### config.mk
export PLATFORM = sky130hd
export DESIGN_NAME = stepper_command_word_decoder
export DESIGN_NICKNAME = d
export VERILOG_FILES = /design/src/stepper_cmd_pkg.sv /design/src/home_input_qualifier.sv /design/src/stepper_command_word_decoder.sv
export VERILOG_INCLUDE_DIRS = /design/src /design/src/src
export SDC_FILE = /design/constraint.sdc
export NUM_CORES = 1
export LEC_CHECK = 0
export BUFFER_PORTS_ARGS = -buffer_cell sky130_fd_sc_hd__buf_2
export CAP_MARGIN = 20
export CORE_ASPECT_RATIO = 0.8
export CORE_MARGIN = 2
export CORE_UTILIZATION = 45
export DETAILED_ROUTE_END_ITERATION = 10
export PLACE_DENSITY = 0.7
export RECOVER_POWER = 25
export SYNTH_ARGS = -nofsm -noshare
export SYNTH_HDL_FRONTEND = slang
export SYNTH_SLANG_ARGS = --single-unit
### constraint.sdc
create_clock -name i_clock -period 1.6 [get_ports i_clock]
set_input_delay 0 -clock i_clock [delete_from_list [all_inputs] [get_ports i_clock]]
set_output_delay 0 -clock i_clock [all_outputs]
set_load 0.05 [all_outputs]
### src/stepper_cmd_regs.svh
`ifndef STEPPER_CMD_REGS_SVH
`define STEPPER_CMD_REGS_SVH

// ****************************************************************
// Output data image: word indices
// ****************************************************************
`define IDX_MOTION      4'h0
`define IDX_AXIS        4'h1
`define IDX_PRESET_HI   4'h2
`define IDX_PRESET_LO   4'h3
`define IDX_DWELL       4'h9
`define IDX_LAST        4'h9

// ****************************************************************
// Motion request word bit positions
// ****************************************************************
`define MR_MODE         15
`define MR_PRESET_ENC   14
`define MR_ASM_RUN      13
`define MR_ASM_READ     12
`define MR_ASM_PROG     11
`define MR_RESET_ERR    10
`define MR_PRESET_POS   9
`define MR_RUN_CCW      8
`define MR_RUN_CW       7
`define MR_SEEK_CCW     6
`define MR_SEEK_CW      5
`define MR_STOP         4
`define MR_RESUME       3
`define MR_HOLD         2
`define MR_REL          1
`define MR_ABS          0

// ****************************************************************
// Axis control word bit positions
// ****************************************************************
`define AC_ENABLE       15
`define AC_ENC_FOLLOW   14
`define AC_AUX_OUT      13
`define AC_POS_FOLLOW   12
`define AC_PROX         11
`define AC_CLR_FAULT    10
`define AC_DWELL        9
`define AC_REGISTRATION 7
`define AC_GEARING      6
`define AC_BLEND_CCW    4

// ****************************************************************
// Status word 0
// ****************************************************************
`define STAT_UNCONFIGURED 16'h6408
`define ST_CFG_ERR      13
`define ST_CMD_ERR      12
`define ST_POS_INVALID  11
`define ST_MOVING       5
`define ST_HELD         4
`define ST_MOVE_DONE    3

`endif

### src/stepper_cmd_pkg.sv
package stepper_cmd_pkg;

  // One-cycle action requests towards the motion engine
  typedef struct packed {
    logic abs_move;
    logic rel_move;
    logic hold;
    logic resume;
    logic stop;
    logic seek_ccw;
    logic seek_cw;
    logic run_ccw;
    logic run_cw;
    logic registration;
    logic follower;
    logic preset_motor;
    logic preset_encoder;
    logic clear_errors;
    logic clear_drive_fault;
    logic asm_run;
    logic asm_program;
    logic asm_read;
    logic hold_cancel;
  } cmd_pulse_t;

  // Levels that steer the drive from the axis control word
  typedef struct packed {
    logic motor_enable;
    logic aux_output_level;
    logic gearing;
    logic gear_follow;
    logic dwell_mode;
    logic blend_ccw;
    logic encoder_loop;
    logic motor_loop;
  } axis_ctl_t;

  typedef enum logic [1:0] {
    MOTION_IDLE,
    MOTION_MOVING,
    MOTION_HELD
  } motion_state_t;

endpackage : stepper_cmd_pkg

### src/home_input_qualifier.sv
`include "stepper_cmd_regs.svh"

module home_input_qualifier (
  input  wire logic i_clock,
  input  wire logic i_rst_b,
  input  wire logic i_home_pin,
  input  wire logic i_prox_enable,
  input  wire logic i_prox_bit,
  output logic      o_home_level,
  output logic      o_home_edge
);

  logic sync1_q;
  logic sync2_q;
  logic last_q;
  logic allow;
  logic [2:0] warm_q;

  // ****************************************************************
  // Two-stage synchroniser, first stage read by the second only
  // ****************************************************************
  always_ff @(posedge i_clock) begin
    if (!i_rst_b) begin
      sync1_q <= 1'b0;
      sync2_q <= 1'b0;
      last_q  <= 1'b0;
    end else begin
      sync1_q <= i_home_pin;
      sync2_q <= sync1_q;
      last_q  <= sync2_q;
    end
  end

  // Edges wait until last_q holds a real pin sample, so a pin that
  // idles high gives no false edge after reset
  always_ff @(posedge i_clock) begin
    if (!i_rst_b) begin
      warm_q <= 3'h0;
    end else begin
      warm_q <= {warm_q[1:0], 1'b1};
    end
  end

  // Home input is masked while proximity qualifying is enabled and the network proximity bit is low
  assign allow = !i_prox_enable || i_prox_bit;

  always_ff @(posedge i_clock) begin
    if (!i_rst_b) begin
      o_home_level <= 1'b0;
      o_home_edge  <= 1'b0;
    end else begin
      o_home_level <= sync2_q && allow;
      o_home_edge  <= sync2_q && !last_q && allow && warm_q[2];
    end
  end
endmodule : home_input_qualifier

### src/stepper_command_word_decoder.sv
`include "stepper_cmd_regs.svh"

// What this block does
// - Motion word bit 15 picks configuration mode
// - Unconfigured: status 6408h, no motor, no commands
// - Bit 14 presets encoder from words 2,3
// - Bit 13 runs assembled move; dwell, direction
// - Bits 11,12 program and read assembled segments
// - Bit 10 clears errors, done, reruns command
// - Bit 9 presets motor position, clears done
// - Bits 8,7 start CCW and CW jogs
// - Axis bit 7 makes jog a registration move
// - Gearing follows encoder only while jog set
// - Follower bits turn jog into axis follower
// - Bits 6,5 seek home CCW and CW
// - Bit 4 stops; invalid position if moving or held
// - Bit 3 resumes; new move cancels hold
// - Bit 2 holds current move, resumable
// - Bits 1,0 start relative and absolute moves
// - Axis bit 15 enables current, needs configuration
// - Encoder loop needs encoder; never both loops
// - Axis bit 13 drives general purpose output
// - Proximity bit gates home input
// - Bit 10 with axis bit 10 clears faults while motor disabled
// - Commands act only on zero-to-one transitions, except bits rerun by bit 10
// - Ten sixteen-bit output and input words
module stepper_command_word_decoder (
  input  wire logic                       i_clock,
  input  wire logic                       i_rst_b,
  input  wire logic                       i_wr_valid,
  input  wire logic [3:0]                 i_wr_index,
  input  wire logic [15:0]                i_wr_data,
  input  wire logic                       i_config_valid,
  input  wire logic                       i_cfg_encoder_fb,
  input  wire logic                       i_cfg_gp_output,
  input  wire logic                       i_cfg_prox_qualifier,
  input  wire logic                       i_move_done,
  input  wire logic                       i_home_pin,
  output stepper_cmd_pkg::cmd_pulse_t     o_pulse,
  output stepper_cmd_pkg::axis_ctl_t      o_ctl,
  output logic [31:0]                     o_preset_value,
  output logic [15:0]                     o_dwell_ms,
  output logic [15:0]                     o_status_word0,
  output logic                            o_home_level,
  output logic                            o_home_edge
);

  // ****************************************************************
  // Output data image
  // ****************************************************************
  logic [15:0]                   motion_q;
  logic [15:0]                   axis_q;
  logic [15:0]                   preset_hi_q;
  logic [15:0]                   preset_lo_q;
  logic [15:0]                   dwell_q;
  logic                          wr_motion;
  logic [15:0]                   rise;
  logic                          accept;
  logic [15:0]                   go;
  logic                          jog_go;
  logic                          follow_req;
  logic                          follow_bad;
  logic                          start_move;
  logic                          hold_ok;
  logic                          resume_ok;
  logic                          pos_inval_set;
  logic                          done_clear;
  logic                          cmd_err_q;
  logic                          pos_invalid_q;
  logic                          move_done_q;
  stepper_cmd_pkg::motion_state_t state_q;

  assign wr_motion = i_wr_valid && (i_wr_index == `IDX_MOTION);

  // The image is the same ten words in either mode; only the motion
  // word and the words this block uses are held here.
  always_ff @(posedge i_clock) begin
    if (!i_rst_b) begin
      motion_q    <= 16'h0000;
      axis_q      <= 16'h0000;
      preset_hi_q <= 16'h0000;
      preset_lo_q <= 16'h0000;
      dwell_q     <= 16'h0000;
    end else if (i_wr_valid && (i_wr_index <= `IDX_LAST)) begin
      if (i_wr_index == `IDX_MOTION) begin
        motion_q <= i_wr_data;
      end else if (i_wr_index == `IDX_AXIS) begin
        axis_q <= i_wr_data;
      end else if (i_wr_index == `IDX_PRESET_HI) begin
        preset_hi_q <= i_wr_data;
      end else if (i_wr_index == `IDX_PRESET_LO) begin
        preset_lo_q <= i_wr_data;
      end else if (i_wr_index == `IDX_DWELL) begin
        dwell_q <= i_wr_data;
      end
    end
  end

  // ****************************************************************
  // Command acceptance
  // ****************************************************************
  // The previous word is kept even across configuration-mode writes,
  // so a bit already set when the mode flips back does not fire.
  assign rise   = i_wr_data & ~motion_q;
  assign accept = wr_motion && !i_wr_data[`MR_MODE]
                  && i_config_valid;

  // An error reset retries whatever move bits are present right now
  always_comb begin
    go = 16'h0000;
    if (accept) begin
      go = rise;
      if (rise[`MR_RESET_ERR]) begin
        go = rise | (i_wr_data & ~(16'h0001 << `MR_RESET_ERR));
      end
    end
  end

  assign jog_go     = go[`MR_RUN_CCW] || go[`MR_RUN_CW];
  assign follow_req = jog_go && !axis_q[`AC_REGISTRATION]
                      && (axis_q[`AC_ENC_FOLLOW]
                          || axis_q[`AC_POS_FOLLOW]);
  // Both loops, or an encoder loop with no encoder, is refused
  assign follow_bad = follow_req
                      && ((axis_q[`AC_ENC_FOLLOW] && axis_q[`AC_POS_FOLLOW])
                          || (axis_q[`AC_ENC_FOLLOW]
                              && !i_cfg_encoder_fb));
  assign start_move = go[`MR_ABS] || go[`MR_REL] || go[`MR_SEEK_CCW]
                      || go[`MR_SEEK_CW] || go[`MR_ASM_RUN]
                      || (jog_go && !follow_bad);
  assign hold_ok    = go[`MR_HOLD]
                      && (state_q == stepper_cmd_pkg::MOTION_MOVING);
  assign resume_ok  = go[`MR_RESUME]
                      && (state_q == stepper_cmd_pkg::MOTION_HELD);
  assign pos_inval_set = go[`MR_STOP]
                         && (state_q != stepper_cmd_pkg::MOTION_IDLE);
  assign done_clear = go[`MR_RESET_ERR] || go[`MR_PRESET_POS];

  // ****************************************************************
  // Action pulses
  // ****************************************************************
  always_ff @(posedge i_clock) begin
    if (!i_rst_b) begin
      o_pulse <= '0;
    end else begin
      o_pulse.abs_move       <= go[`MR_ABS];
      o_pulse.rel_move       <= go[`MR_REL];
      o_pulse.hold           <= hold_ok;
      o_pulse.resume         <= resume_ok;
      o_pulse.stop           <= go[`MR_STOP];
      o_pulse.seek_ccw       <= go[`MR_SEEK_CCW];
      o_pulse.seek_cw        <= go[`MR_SEEK_CW];
      // A follower request replaces the jog, so no run pulse goes out
      o_pulse.run_ccw        <= go[`MR_RUN_CCW] && !follow_req;
      o_pulse.run_cw         <= go[`MR_RUN_CW] && !follow_req;
      o_pulse.registration   <= jog_go
                                && axis_q[`AC_REGISTRATION];
      o_pulse.follower       <= follow_req && !follow_bad;
      o_pulse.preset_motor   <= go[`MR_PRESET_POS];
      o_pulse.preset_encoder <= go[`MR_PRESET_ENC];
      o_pulse.clear_errors   <= go[`MR_RESET_ERR];
      o_pulse.clear_drive_fault <= go[`MR_RESET_ERR]
                                   && axis_q[`AC_CLR_FAULT]
                                   && !o_ctl.motor_enable;
      o_pulse.asm_run        <= go[`MR_ASM_RUN];
      o_pulse.asm_program    <= go[`MR_ASM_PROG];
      o_pulse.asm_read       <= go[`MR_ASM_READ];
      o_pulse.hold_cancel    <= start_move && (state_q ==
                                stepper_cmd_pkg::MOTION_HELD);
    end
  end

  // Preset value and dwell time are captured with the command so a
  // later rewrite of words 2, 3 or 9 cannot disturb it mid-action.
  always_ff @(posedge i_clock) begin
    if (!i_rst_b) begin
      o_preset_value <= 32'h0000_0000;
      o_dwell_ms     <= 16'h0000;
    end else begin
      if (go[`MR_PRESET_POS] || go[`MR_PRESET_ENC]) begin
        o_preset_value <= {preset_hi_q, preset_lo_q};
      end
      if (go[`MR_ASM_RUN]) begin
        o_dwell_ms <= dwell_q;
      end
    end
  end

  // ****************************************************************
  // Motion state
  // ****************************************************************
  always_ff @(posedge i_clock) begin
    if (!i_rst_b) begin
      state_q <= stepper_cmd_pkg::MOTION_IDLE;
    end else begin
      case (state_q)
        stepper_cmd_pkg::MOTION_IDLE: begin
          if (start_move) begin
            state_q <= stepper_cmd_pkg::MOTION_MOVING;
          end
        end
        stepper_cmd_pkg::MOTION_MOVING: begin
          if (go[`MR_STOP]) begin
            state_q <= stepper_cmd_pkg::MOTION_IDLE;
          end else if (hold_ok) begin
            state_q <= stepper_cmd_pkg::MOTION_HELD;
          end else if (i_move_done && !start_move) begin
            state_q <= stepper_cmd_pkg::MOTION_IDLE;
          end
        end
        stepper_cmd_pkg::MOTION_HELD: begin
          if (go[`MR_STOP]) begin
            state_q <= stepper_cmd_pkg::MOTION_IDLE;
          end else if (resume_ok || start_move) begin
            state_q <= stepper_cmd_pkg::MOTION_MOVING;
          end
        end
        default: begin
          state_q <= stepper_cmd_pkg::MOTION_IDLE;
        end
      endcase
    end
  end

  // ****************************************************************
  // Sticky flags; a new event beats a clear in the same cycle
  // ****************************************************************
  always_ff @(posedge i_clock) begin
    if (!i_rst_b) begin
      cmd_err_q <= 1'b0;
    end else if (follow_bad) begin
      cmd_err_q <= 1'b1;
    end else if (go[`MR_RESET_ERR]) begin
      cmd_err_q <= 1'b0;
    end
  end

  always_ff @(posedge i_clock) begin
    if (!i_rst_b) begin
      pos_invalid_q <= 1'b0;
    end else if (pos_inval_set) begin
      pos_invalid_q <= 1'b1;
    end else if (go[`MR_PRESET_POS]) begin
      pos_invalid_q <= 1'b0;
    end
  end

  always_ff @(posedge i_clock) begin
    if (!i_rst_b) begin
      move_done_q <= 1'b0;
    end else if (i_move_done) begin
      move_done_q <= 1'b1;
    end else if (done_clear) begin
      move_done_q <= 1'b0;
    end
  end

  // ****************************************************************
  // Axis control levels
  // ****************************************************************
  always_ff @(posedge i_clock) begin
    if (!i_rst_b) begin
      o_ctl <= '0;
    end else begin
      o_ctl.motor_enable     <= axis_q[`AC_ENABLE]
                                && i_config_valid;
      o_ctl.aux_output_level <= axis_q[`AC_AUX_OUT]
                                && i_cfg_gp_output;
      o_ctl.gearing          <= axis_q[`AC_GEARING];
      o_ctl.gear_follow      <= axis_q[`AC_GEARING] && i_config_valid
                                && (motion_q[`MR_RUN_CCW]
                                    || motion_q[`MR_RUN_CW]);
      o_ctl.dwell_mode       <= axis_q[`AC_DWELL];
      o_ctl.blend_ccw        <= axis_q[`AC_BLEND_CCW];
      o_ctl.encoder_loop     <= axis_q[`AC_ENC_FOLLOW]
                                && !axis_q[`AC_POS_FOLLOW]
                                && i_cfg_encoder_fb;
      o_ctl.motor_loop       <= axis_q[`AC_POS_FOLLOW]
                                && !axis_q[`AC_ENC_FOLLOW];
    end
  end

  // ****************************************************************
  // Status word 0
  // ****************************************************************
  always_ff @(posedge i_clock) begin
    if (!i_rst_b) begin
      o_status_word0 <= `STAT_UNCONFIGURED;
    end else if (!i_config_valid) begin
      o_status_word0 <= `STAT_UNCONFIGURED;
    end else begin
      o_status_word0 <= 16'h0000;
      o_status_word0[`ST_CMD_ERR]     <= cmd_err_q;
      o_status_word0[`ST_POS_INVALID] <= pos_invalid_q;
      o_status_word0[`ST_MOVING]      <=
        (state_q == stepper_cmd_pkg::MOTION_MOVING);
      o_status_word0[`ST_HELD]        <=
        (state_q == stepper_cmd_pkg::MOTION_HELD);
      o_status_word0[`ST_MOVE_DONE]   <= move_done_q;
    end
  end

  // ****************************************************************
  // Home input
  // ****************************************************************
  home_input_qualifier home_qual (
    .i_clock       (i_clock),
    .i_rst_b       (i_rst_b),
    .i_home_pin    (i_home_pin),
    .i_prox_enable (i_cfg_prox_qualifier),
    .i_prox_bit    (axis_q[`AC_PROX]),
    .o_home_level  (o_home_level),
    .o_home_edge   (o_home_edge)
  );
endmodule : stepper_command_word_decoder

**After elaboration in Yosys (flattened, before gate mapping)**

Cells that the tools add are included.

- Bits in read-only memories: 0
- Memories: 0
- Register bits: 183
- Bits in writable memories: 0
- Latch bits: 0

- Bitwise gates (word level): 7
- Eq/ne operators: 9
- Mux-type cells: 17
- Shift operators: 0
- Div/mod/pow operators: 0
- Add/sub/neg operators: 0
- $mul: 0
- Magnitude comparators: 1
- Reductions and logical operators: 70

Operator list:

| kind | number |
|---|---|
| $mux W15 | 3 |
| $logic_and A1 B1 Y1 | 32 |
| $and A15 B15 Y15 | 1 |
| $not A15 Y15 | 1 |
| $or A15 B15 Y15 | 1 |
| $logic_or A1 B1 Y1 | 13 |
| $mux W2 | 6 |
| $logic_not A1 Y1 | 11 |
| $eq A4 B2 Y1 const B | 2 |
| $reduce_bool A2 Y1 | 4 |
| $mux W1 | 7 |
| $pmux W2 S3 | 1 |
| $reduce_and A2 Y1 | 3 |
| $reduce_and A3 Y1 | 2 |
| $reduce_and A6 Y1 | 1 |
| $reduce_and A5 Y1 | 1 |
| $eq A4 B1 Y1 const B | 1 |
| $eq A4 B4 Y1 const B | 1 |
| $le A4 B4 Y1 const B | 1 |
| $logic_not A4 Y1 | 1 |
| $ne A4 B4 Y1 const B | 1 |
| $not A1 Y1 | 4 |
| $reduce_and A4 Y1 | 1 |
| $ne A3 B3 Y1 const B | 1 |
| other kinds (4) | 4 |

**Depth between registers and ports, before layout**

Gate-level depths: netlist of run 1.

- Depth after elaboration: 18
- Depth in mapped cells: 7

**By module**

From an unflattened synthesis of run 1, not the netlist that was laid out.

- Cell total of the unflattened synthesis: 687
- Area total of the unflattened synthesis: 6271.0 um^2

By module, submodules not included:

| module | times used | area an instance (um^2) | seq. area each (um^2) | cells each |
|---|---|---|---|---|
| stepper_command_word_decoder | 1 | 6034.5 | 3183.1 | 669 |
| home_input_qualifier | 1 | 236.5 | 160.2 | 18 |

**Least setup slack after synthesis of run 1**

Ideal clock, no wire load.

- Path type: flip-flop to flip-flop
- Start point: register motion_q[10]
- End point: register cmd_err_q
- Data arrival time: 1.459 ns
- Library setup time: 0.070 ns
- Clock period less this slack: 1.529 ns
- Cell stages (with the launch flop): 7
- Path slack: 0.071 ns
- Path through: dfxtp_1 -> nand2b_1 -> buf_4 -> a21boi_2 -> o21ai_2 -> or4_1 -> a21oi_1

- Cells in the longest elaborated chain, start to end: 9
- Elaborated cells between the ends (all ways): 11

RTL lines:

| item | line | text |
|---|---|---|
| start: declaration | stepper_command_word_decoder.sv:51 | `logic [15:0] motion_q;` |
| start signal: assignment | stepper_command_word_decoder.sv:86 | `motion_q <= i_wr_data;` |
| $not A15 Y15 (*) | stepper_command_word_decoder.sv:104 | `assign rise = i_wr_data & ~motion_q;` |
| $and A15 B15 Y15 (*) | stepper_command_word_decoder.sv:104 |  |
| $mux W15 (*) | stepper_command_word_decoder.sv:113 | `` if (rise[`MR_RESET_ERR]) begin `` |
| $mux W15 (*) | stepper_command_word_decoder.sv:111 | `if (accept) begin` |
| $logic_or A1 B1 Y1 | stepper_command_word_decoder.sv:119 | `` assign jog_go = go[`MR_RUN_CCW] \|\| go[`MR_RUN_CW]; `` |
| $logic_and A1 B1 Y1 (2 in a row) | stepper_command_word_decoder.sv:120 | `` assign follow_req = jog_go && !axis_q[`AC_REGISTRATION] `` |
| $logic_and A1 B1 Y1 | stepper_command_word_decoder.sv:124 | `assign follow_bad = follow_req` |
| $mux W1 or $reduce_bool A2 Y1 (tied branches) | -- |  |
| end signal: assignment | stepper_command_word_decoder.sv:230 | `cmd_err_q <= 1'b0;` |
| end signal: assignment | stepper_command_word_decoder.sv:232 | `cmd_err_q <= 1'b1;` |
| end signal: assignment | stepper_command_word_decoder.sv:234 | `cmd_err_q <= 1'b0;` |
| end: declaration | stepper_command_word_decoder.sv:68 | `logic cmd_err_q;` |

Every way passes the cells marked *; elsewhere a longest branch is shown, timed or not.
A chain may end at the register's enable or synchronous reset.

**Final worst setup path of run 1**

- Start point: register motion_q[10]
- End point: register o_preset_value[23]

- Cells in the longest elaborated chain, start to end: 5

RTL lines:

| item | line | text |
|---|---|---|
| $not A15 Y15 | stepper_command_word_decoder.sv:104 |  |
| $and A15 B15 Y15 | stepper_command_word_decoder.sv:104 |  |
| $mux W15 | stepper_command_word_decoder.sv:113 |  |
| $mux W15 | stepper_command_word_decoder.sv:111 |  |
| $logic_or A1 B1 Y1 | stepper_command_word_decoder.sv:180 | `` if (go[`MR_PRESET_POS] \|\| go[`MR_PRESET_ENC]) begin `` |
| end signal: assignment | stepper_command_word_decoder.sv:181 | `o_preset_value <= {preset_hi_q, preset_lo_q};` |
| end: declaration | stepper_command_word_decoder.sv:41 | `output logic [31:0] o_preset_value,` |

Every way passes these cells.

==> flow_summary.json, run 1 <==
{
  "portBuffers": 113,
  "hpwl_um": 10400,
  "hold_ws_ns": 0.0368,
  "p_per_area_mw_per_mm2": 1130,
  "netlist_area_mm2": 0.00594,
  "layout-area-overhead-vs-synth_pct": 31.9,
  "vias_per_cell": 5.08,
  "setup_violations": 6,
  "hold_path_class": "input port to flip-flop",
  "die_x_um": 132,
  "min_period_ns": 1.61,
  "setup_slack_ns": -0.00911,
  "max_cap_violations": 0,
  "htreeDepth": 4,
  "antenna_left": 0,
  "ys_types": 49,
  "antenna_found_initial": 0,
  "cts_tree": "built",
  "synth-edff-count": 0,
  "dp_slack_ns": -0.0991,
  "ys.flop_type": "dfxtp_1",
  "drc_errors": 0,
  "r2r-start": "motion_q[10]",
  "routabilityCongestion": 0.866,
  "syn_avg_cell_area_um2": 9.44,
  "top_layer": "met4",
  "wl_met2_um": 6760,
  "critPathLaunchType": "flip-flop",
  "clkLatencyLatePin_ns": 0.42,
  "design.portCount": 122,
  "dieHeight_um": 107,
  "grt_max_degree": 42,
  "wl_met3_um": 1170,
  "synthArstFlopShare": 0,
  "clk_pin_slew_ns": 0.06,
  "critPathRequiredTime_ns": 1.90,
  "fillers": 1087,
  "clock_path_buffers": 2,
  "timing.setup.tns_ns": -0.0336,
  "cts_root_buffer": "clkbuf_16",
  "drive_above_1_share": 0.255,
  "dr.pass1.iters": 5,
  "min_to": "motion_q[9]",
  "gr-total-overflow": 0,
  "slew_violations": 0,
  "coreArea_mm2": 0.0129,
  "final_core_util": 0.608,
  "dr_total_vias": 4957,
  "initial_core_util": 0.461,
  "p_leak_nw": 3.28,
  "violations": "negative setup slack",
  "wirelength_um": 15600,
  "final_cell_mix": "167 x dfxtp_1, 113 x buf_2, 95 x nor2_1",
  "rsz0062_at_grt": "yes",
  "yosysWarnings": 0,
  "wl_met1_um": 7280,
  "synth-seq-area-share": 0.563,
  "path_max_fanout": 6,
  "dieArea_mm2": 0.0141,
  "cp-end-kind": "flip-flop",
  "rows": 37,
  "hold_depth": 4,
  "wl_per_cell_um": 16.0,
  "hold_viol_final": 0,
  "grt_use_total": 0.219,
  "arrival_ns": 1.91,
  "worst_slew_pin_slew_ns": 0.512,
  "r2r_end": "o_preset_value[23]",
  "max_freq_mhz": 621,
  "min_from": "i_wr_data[9]",
  "grt_first_pass_wirelength_um": 24100,
  "synth_seq_cells": 167,
  "skew_ns": 0.00794,
  "critical_path_class": "flip-flop to flip-flop",
  "max-vdd-ir-drop_uv": 755,
  "timing.slew.headroom": 0.658,
  "diodes": 0,
  "numCtsBuffers": 17,
  "status": "finished with violations",
  "final_common_cell": "dfxtp_1",
  "grt_pass1_vias": 4764,
  "r2r_setup_slack_ns": -0.009,
  "period_share": 1.01,
  "synth_cells": 629,
  "layout.nets": 816,
  "cts_sinks": 167,
  "drt_iter0_markers": 370,
  "reg2reg_depth": 9
}
==> critical path: stages, from the launching register on <==
cell and delay, ns:
dfxtp_1 0.31, buf_4 0.14, nor2b_4 0.12, o21ai_1 0.07, buf_4 0.15, a21oi_4 0.16
buf_12 0.16, clkbuf_16 0.16, mux2i_1 0.18, nor2_1 0.06
==> cells in the mapped netlist (3+ instances only) <==
master / count / area (µm²)
dfxtp_1: 167 / 3340
o21ai_0: 7 / 35.0
and2_1: 8 / 50.1
buf_4: 12 / 90.1
nor2_1: 95 / 357
nand2_1: 94 / 353
a21oi_1: 57 / 285
mux2i_1: 70 / 701
clkbuf_1: 21 / 78.8
and3_1: 7 / 43.8
buf_6: 3 / 33.8
nand2b_1: 3 / 18.8
buf_2: 8 / 40.0
a211oi_1: 4 / 30.0
inv_1: 10 / 37.5
nor2b_1: 4 / 25.0
nand3_1: 18 / 90.1
==> registers in the layout, indices dropped and copies added (netlist names) <==
signal	count
axis_q	10
cmd_err_q	1
dwell_q	16
home_qual.last_q	1
home_qual.o_home_edge	1
home_qual.o_home_level	1
home_qual.sync1_q	1
home_qual.sync2_q	1
home_qual.warm_q	3
motion_q	15
move_done_q	1
o_ctl	8
o_dwell_ms	16
o_preset_value	32
o_pulse	19
o_status_word0	6
pos_invalid_q	1
preset_hi_q	16
preset_lo_q	16
state_q	2
==> power breakdown <==
group | switching (mW) | leakage, nW | internal [mW]
registers | 0.0187 | 1.35 | 4.19
clock network | 1.68 | 0.280 | 2.47
logic | 0.311 | 1.65 | 0.168
total | 2.01 | 3.28 | 6.83
==> cell families (layout without fill, tap and decap cells) <==
kind of cell | after synthesis | after routing | synth area share
and+or+nand+nor | 246 | 246 | 0.180
buffers and inverters | 56 | 220 | 0.0485
DFF | 167 | 167 | 0.563
other | 1 | 8 | 0.000632
AOI/OAI and AO/OA | 89 | 89 | 0.0902
muxes | 70 | 70 | 0.118
==> worst max-delay path by stage <==
| stage | start | to | slack, ns | depth (start not counted) |
|---|---|---|---|---|
| after floorplan | motion_q[10] | cmd_err_q | 0.07 | 6 |
| final | motion_q[10] | o_preset_value[23] | -0.009 | 9 |
| after global placement | motion_q[10] | state_q[0] | -0.03 | 6 |
| after CTS | motion_q[10] | o_preset_value[30] | -0.03 | 8 |
| after detailed placement | motion_q[10] | state_q[0] | -0.1 | 6 |
| after global routing | motion_q[10] | o_preset_value[8] | -0.07 | 9 |
==> routing by layer <==
layer,global-route usage,up-vias
met1,0.296,2329
met2,0.329,200
met5,0,-
li1,-,2400
met3,0.0638,28
met4,0.0929,0
==> area by class of cell <==
cell class	count	area, µm²	share of cell area
clock buffer	19	433	0.0553
clock inverter	13	173	0.0220
inverter	11	42.5	0.00543
multi-input combinational	413	2390	0.305
sequential	167	3340	0.427
tap	175	219	0.0280
timing repair buffer	177	1230	0.158
==> metrics by stage <==
stage,cell area (µm²),instances,power (mW)
finish,7830,975,8.85
global route,7830,975,9.11
CTS,7670,968,8.89
detailed placement,6840,914,4.72
global placement,6840,914,4.71
floorplan,5960,636,4.55
==> what timing repair did <==
item,4_1_cts,5_1_grt
setup buffers,0,2
resized for setup,2,12
hold buffers,22,1
pin swaps,0,1
gates cloned,0,4
setup endpoints to repair,9,36
endpoints found under the hold margin,69,1
Power figures use the tool's default switching activity.
==> run 2, diff against run 1 <==
--- a/config.mk
+++ b/config.mk
@@ -9,7 +9,7 @@
 export BUFFER_PORTS_ARGS = -buffer_cell sky130_fd_sc_hd__buf_2
 export CAP_MARGIN = 20
 export CORE_ASPECT_RATIO = 0.8
-export CORE_MARGIN = 2
+export CORE_MARGIN = 1
 export CORE_UTILIZATION = 45
 export DETAILED_ROUTE_END_ITERATION = 10
 export PLACE_DENSITY = 0.7
==> run 2 against run 1 <==
Against the previous run: the run still ends with negative setup slack left; routed wire length rose by 2.6%; via count barely moved; flip-flop and latch count did not move; hold slack got worse by 0.017 ns; combinational power barely moved; global-route usage rose by 2.2 points; cell count fell by 0.21%.
==> flow_summary.json, run 2 (same netlist as run 1, synthesis figures left out) <==
{
  "critPathRequiredTime_ns": 1.91,
  "grt_max_degree": 51,
  "design.portCount": 122,
  "cp-end-kind": "flip-flop",
  "cts_root_buffer": "clkbuf_16",
  "numCtsBuffers": 17,
  "power.total_mw": 9.35,
  "path_max_fanout": 8,
  "grt_use_total": 0.241,
  "coreArea_mm2": 0.0129,
  "max_freq_mhz": 623,
  "hold_path_class": "input port to flip-flop",
  "wirelength_um": 16000,
  "worst_slew_pin_slew_ns": 0.611,
  "htreeDepth": 4,
  "final_cell_area_mm2": 0.00785,
  "antenna_found_initial": 0,
  "critPathLaunchType": "flip-flop",
  "r2r-start": "motion_q[10]",
  "top_register": "o_preset_value",
  "skew_ns": 0.00595,
  "die_x_um": 130,
  "drive_above_1_share": 0.229,
  "final_cell_mix": "166 x dfxtp_1, 95 x nor2_1, 93 x nand2_1",
  "max_cap_violations": 0,
  "min_period_ns": 1.60,
  "reg_top3": "o_preset_value: 32 flops, o_pulse: 19 flops",
  "dp.cells": 917,
  "stdcell_count": 973,
  "hold_viol_final": 0,
  "p_per_area_mw_per_mm2": 1190,
  "dr.pass1.iters": 5,
  "diodes": 0,
  "drt_iter0_markers": 297,
  "timing.slew.headroom": 0.595,
  "layout-area-overhead-vs-synth_pct": 32.2,
  "period_share": 1.00,
  "initial_core_util": 0.461,
  "place_area_mm2": 0.00685,
  "wl_per_cell_um": 16.4,
  "dr_total_vias": 4956,
  "r2r_setup_slack_ns": -0.005,
  "antenna_left": 0,
  "min_to": "o_pulse[7]",
  "r2r_end": "o_preset_value[10]",
  "setup_slack_ns": -0.00464,
  "min_from": "i_wr_data[9]",
  "hold_depth": 4,
  "cts_sinks": 167,
  "reg2reg_depth": 8,
  "dieHeight_um": 105,
  "drc_errors": 0,
  "final_common_cell": "dfxtp_1",
  "clkLatencyLatePin_ns": 0.42,
  "clock_path_buffers": 2,
  "clk_pin_slew_ns": 0.06,
  "rsz0062_at_grt": "yes",
  "max-vdd-ir-drop_uv": 820,
  "status": "finished with violations",
  "dieArea_mm2": 0.0137,
  "p_leak_nw": 3.20,
  "rows": 37,
  "violations": "negative setup slack",
  "routabilityCongestion": 0.856,
  "largest_reg_flops": 32,
  "critical_path_class": "flip-flop to flip-flop",
  "vias_per_cell": 5.09,
  "arrival_ns": 1.91,
  "cts_tree": "built",
  "setup_violations": 3,
  "layout.nets": 814,
  "grt_first_pass_wirelength_um": 24700,
  "hpwl_um": 10400,
  "slew_violations": 0,
  "portBuffers": 113,
  "grt_pass1_vias": 4801,
  "gr-total-overflow": 0
}
-- run 2: where the power goes --
| part | switching [mW] | total (mW) | internal (mW) |
|---|---|---|---|
| registers | 0.0194 | 4.21 | 4.19 |
| clock network | 1.64 | 4.66 | 3.02 |
| logic | 0.317 | 0.480 | 0.163 |
| total | 1.98 | 9.35 | 7.38 |
-- run 2: area by class of cell --
| type | instances | area [µm²] |
|---|---|---|
| clock buffer | 21 | 460 |
| clock inverter | 11 | 219 |
| fill | 1129 | 5020 |
| inverter | 11 | 42.5 |
| multi-input combinational | 413 | 2400 |
| sequential | 167 | 3340 |
| tap | 175 | 219 |
| timing repair buffer | 175 | 1160 |
-- run 2: worst max-delay path by stage --
stage,start,endpoint
after floorplan,motion_q[10],cmd_err_q
after global placement,motion_q[10],state_q[0]
after detailed placement,motion_q[10],state_q[0]
after CTS,motion_q[10],o_preset_value[22]
after global routing,motion_q[10],o_preset_value[10]
final,motion_q[10],o_preset_value[10]
-- run 2: critical path, cell delays in order, from the launching register on --
cell and delay, ns:
dfxtp_2 0.32, buf_4 0.14, nor2b_4 0.15, o21ai_2 0.09, a21oi_4 0.23, buf_6 0.16
clkbuf_16 0.16, mux2i_1 0.18, nor2_1 0.05
-- run 2: per-layer routing --
layer  vias up  GRT usage  wire [µm]
met3        29     0.0727       1300
met2       197      0.361       6950
met4         0     0.0952        361
li1       2403          -          -
met5         -          0          0
met1      2327      0.323       7360
-- run 2: what timing repair did --
action,CTS,global route
cloned,2,1
hold endpoints to repair,54,0
gates resized for setup,7,15
endpoints found under the setup margin,36,37
hold buffers,18,0
buffers inserted,2,2
pin swaps,0,1
-- run 2: stage by stage --
step,util,setup TNS [ns],hold WS (ns),worst slack (ns)
after detailed placement,0.532,-1.48,0.163,-0.105
after floorplan,-,0,0.0277,0.0707
after CTS,0.607,-1.11,0.00462,-0.0643
after global placement,0.532,-0.117,0.159,-0.0658
after global routing,0.610,-1.37,0.0200,-0.0598
final,0.610,-0.0107,0.0201,-0.00464
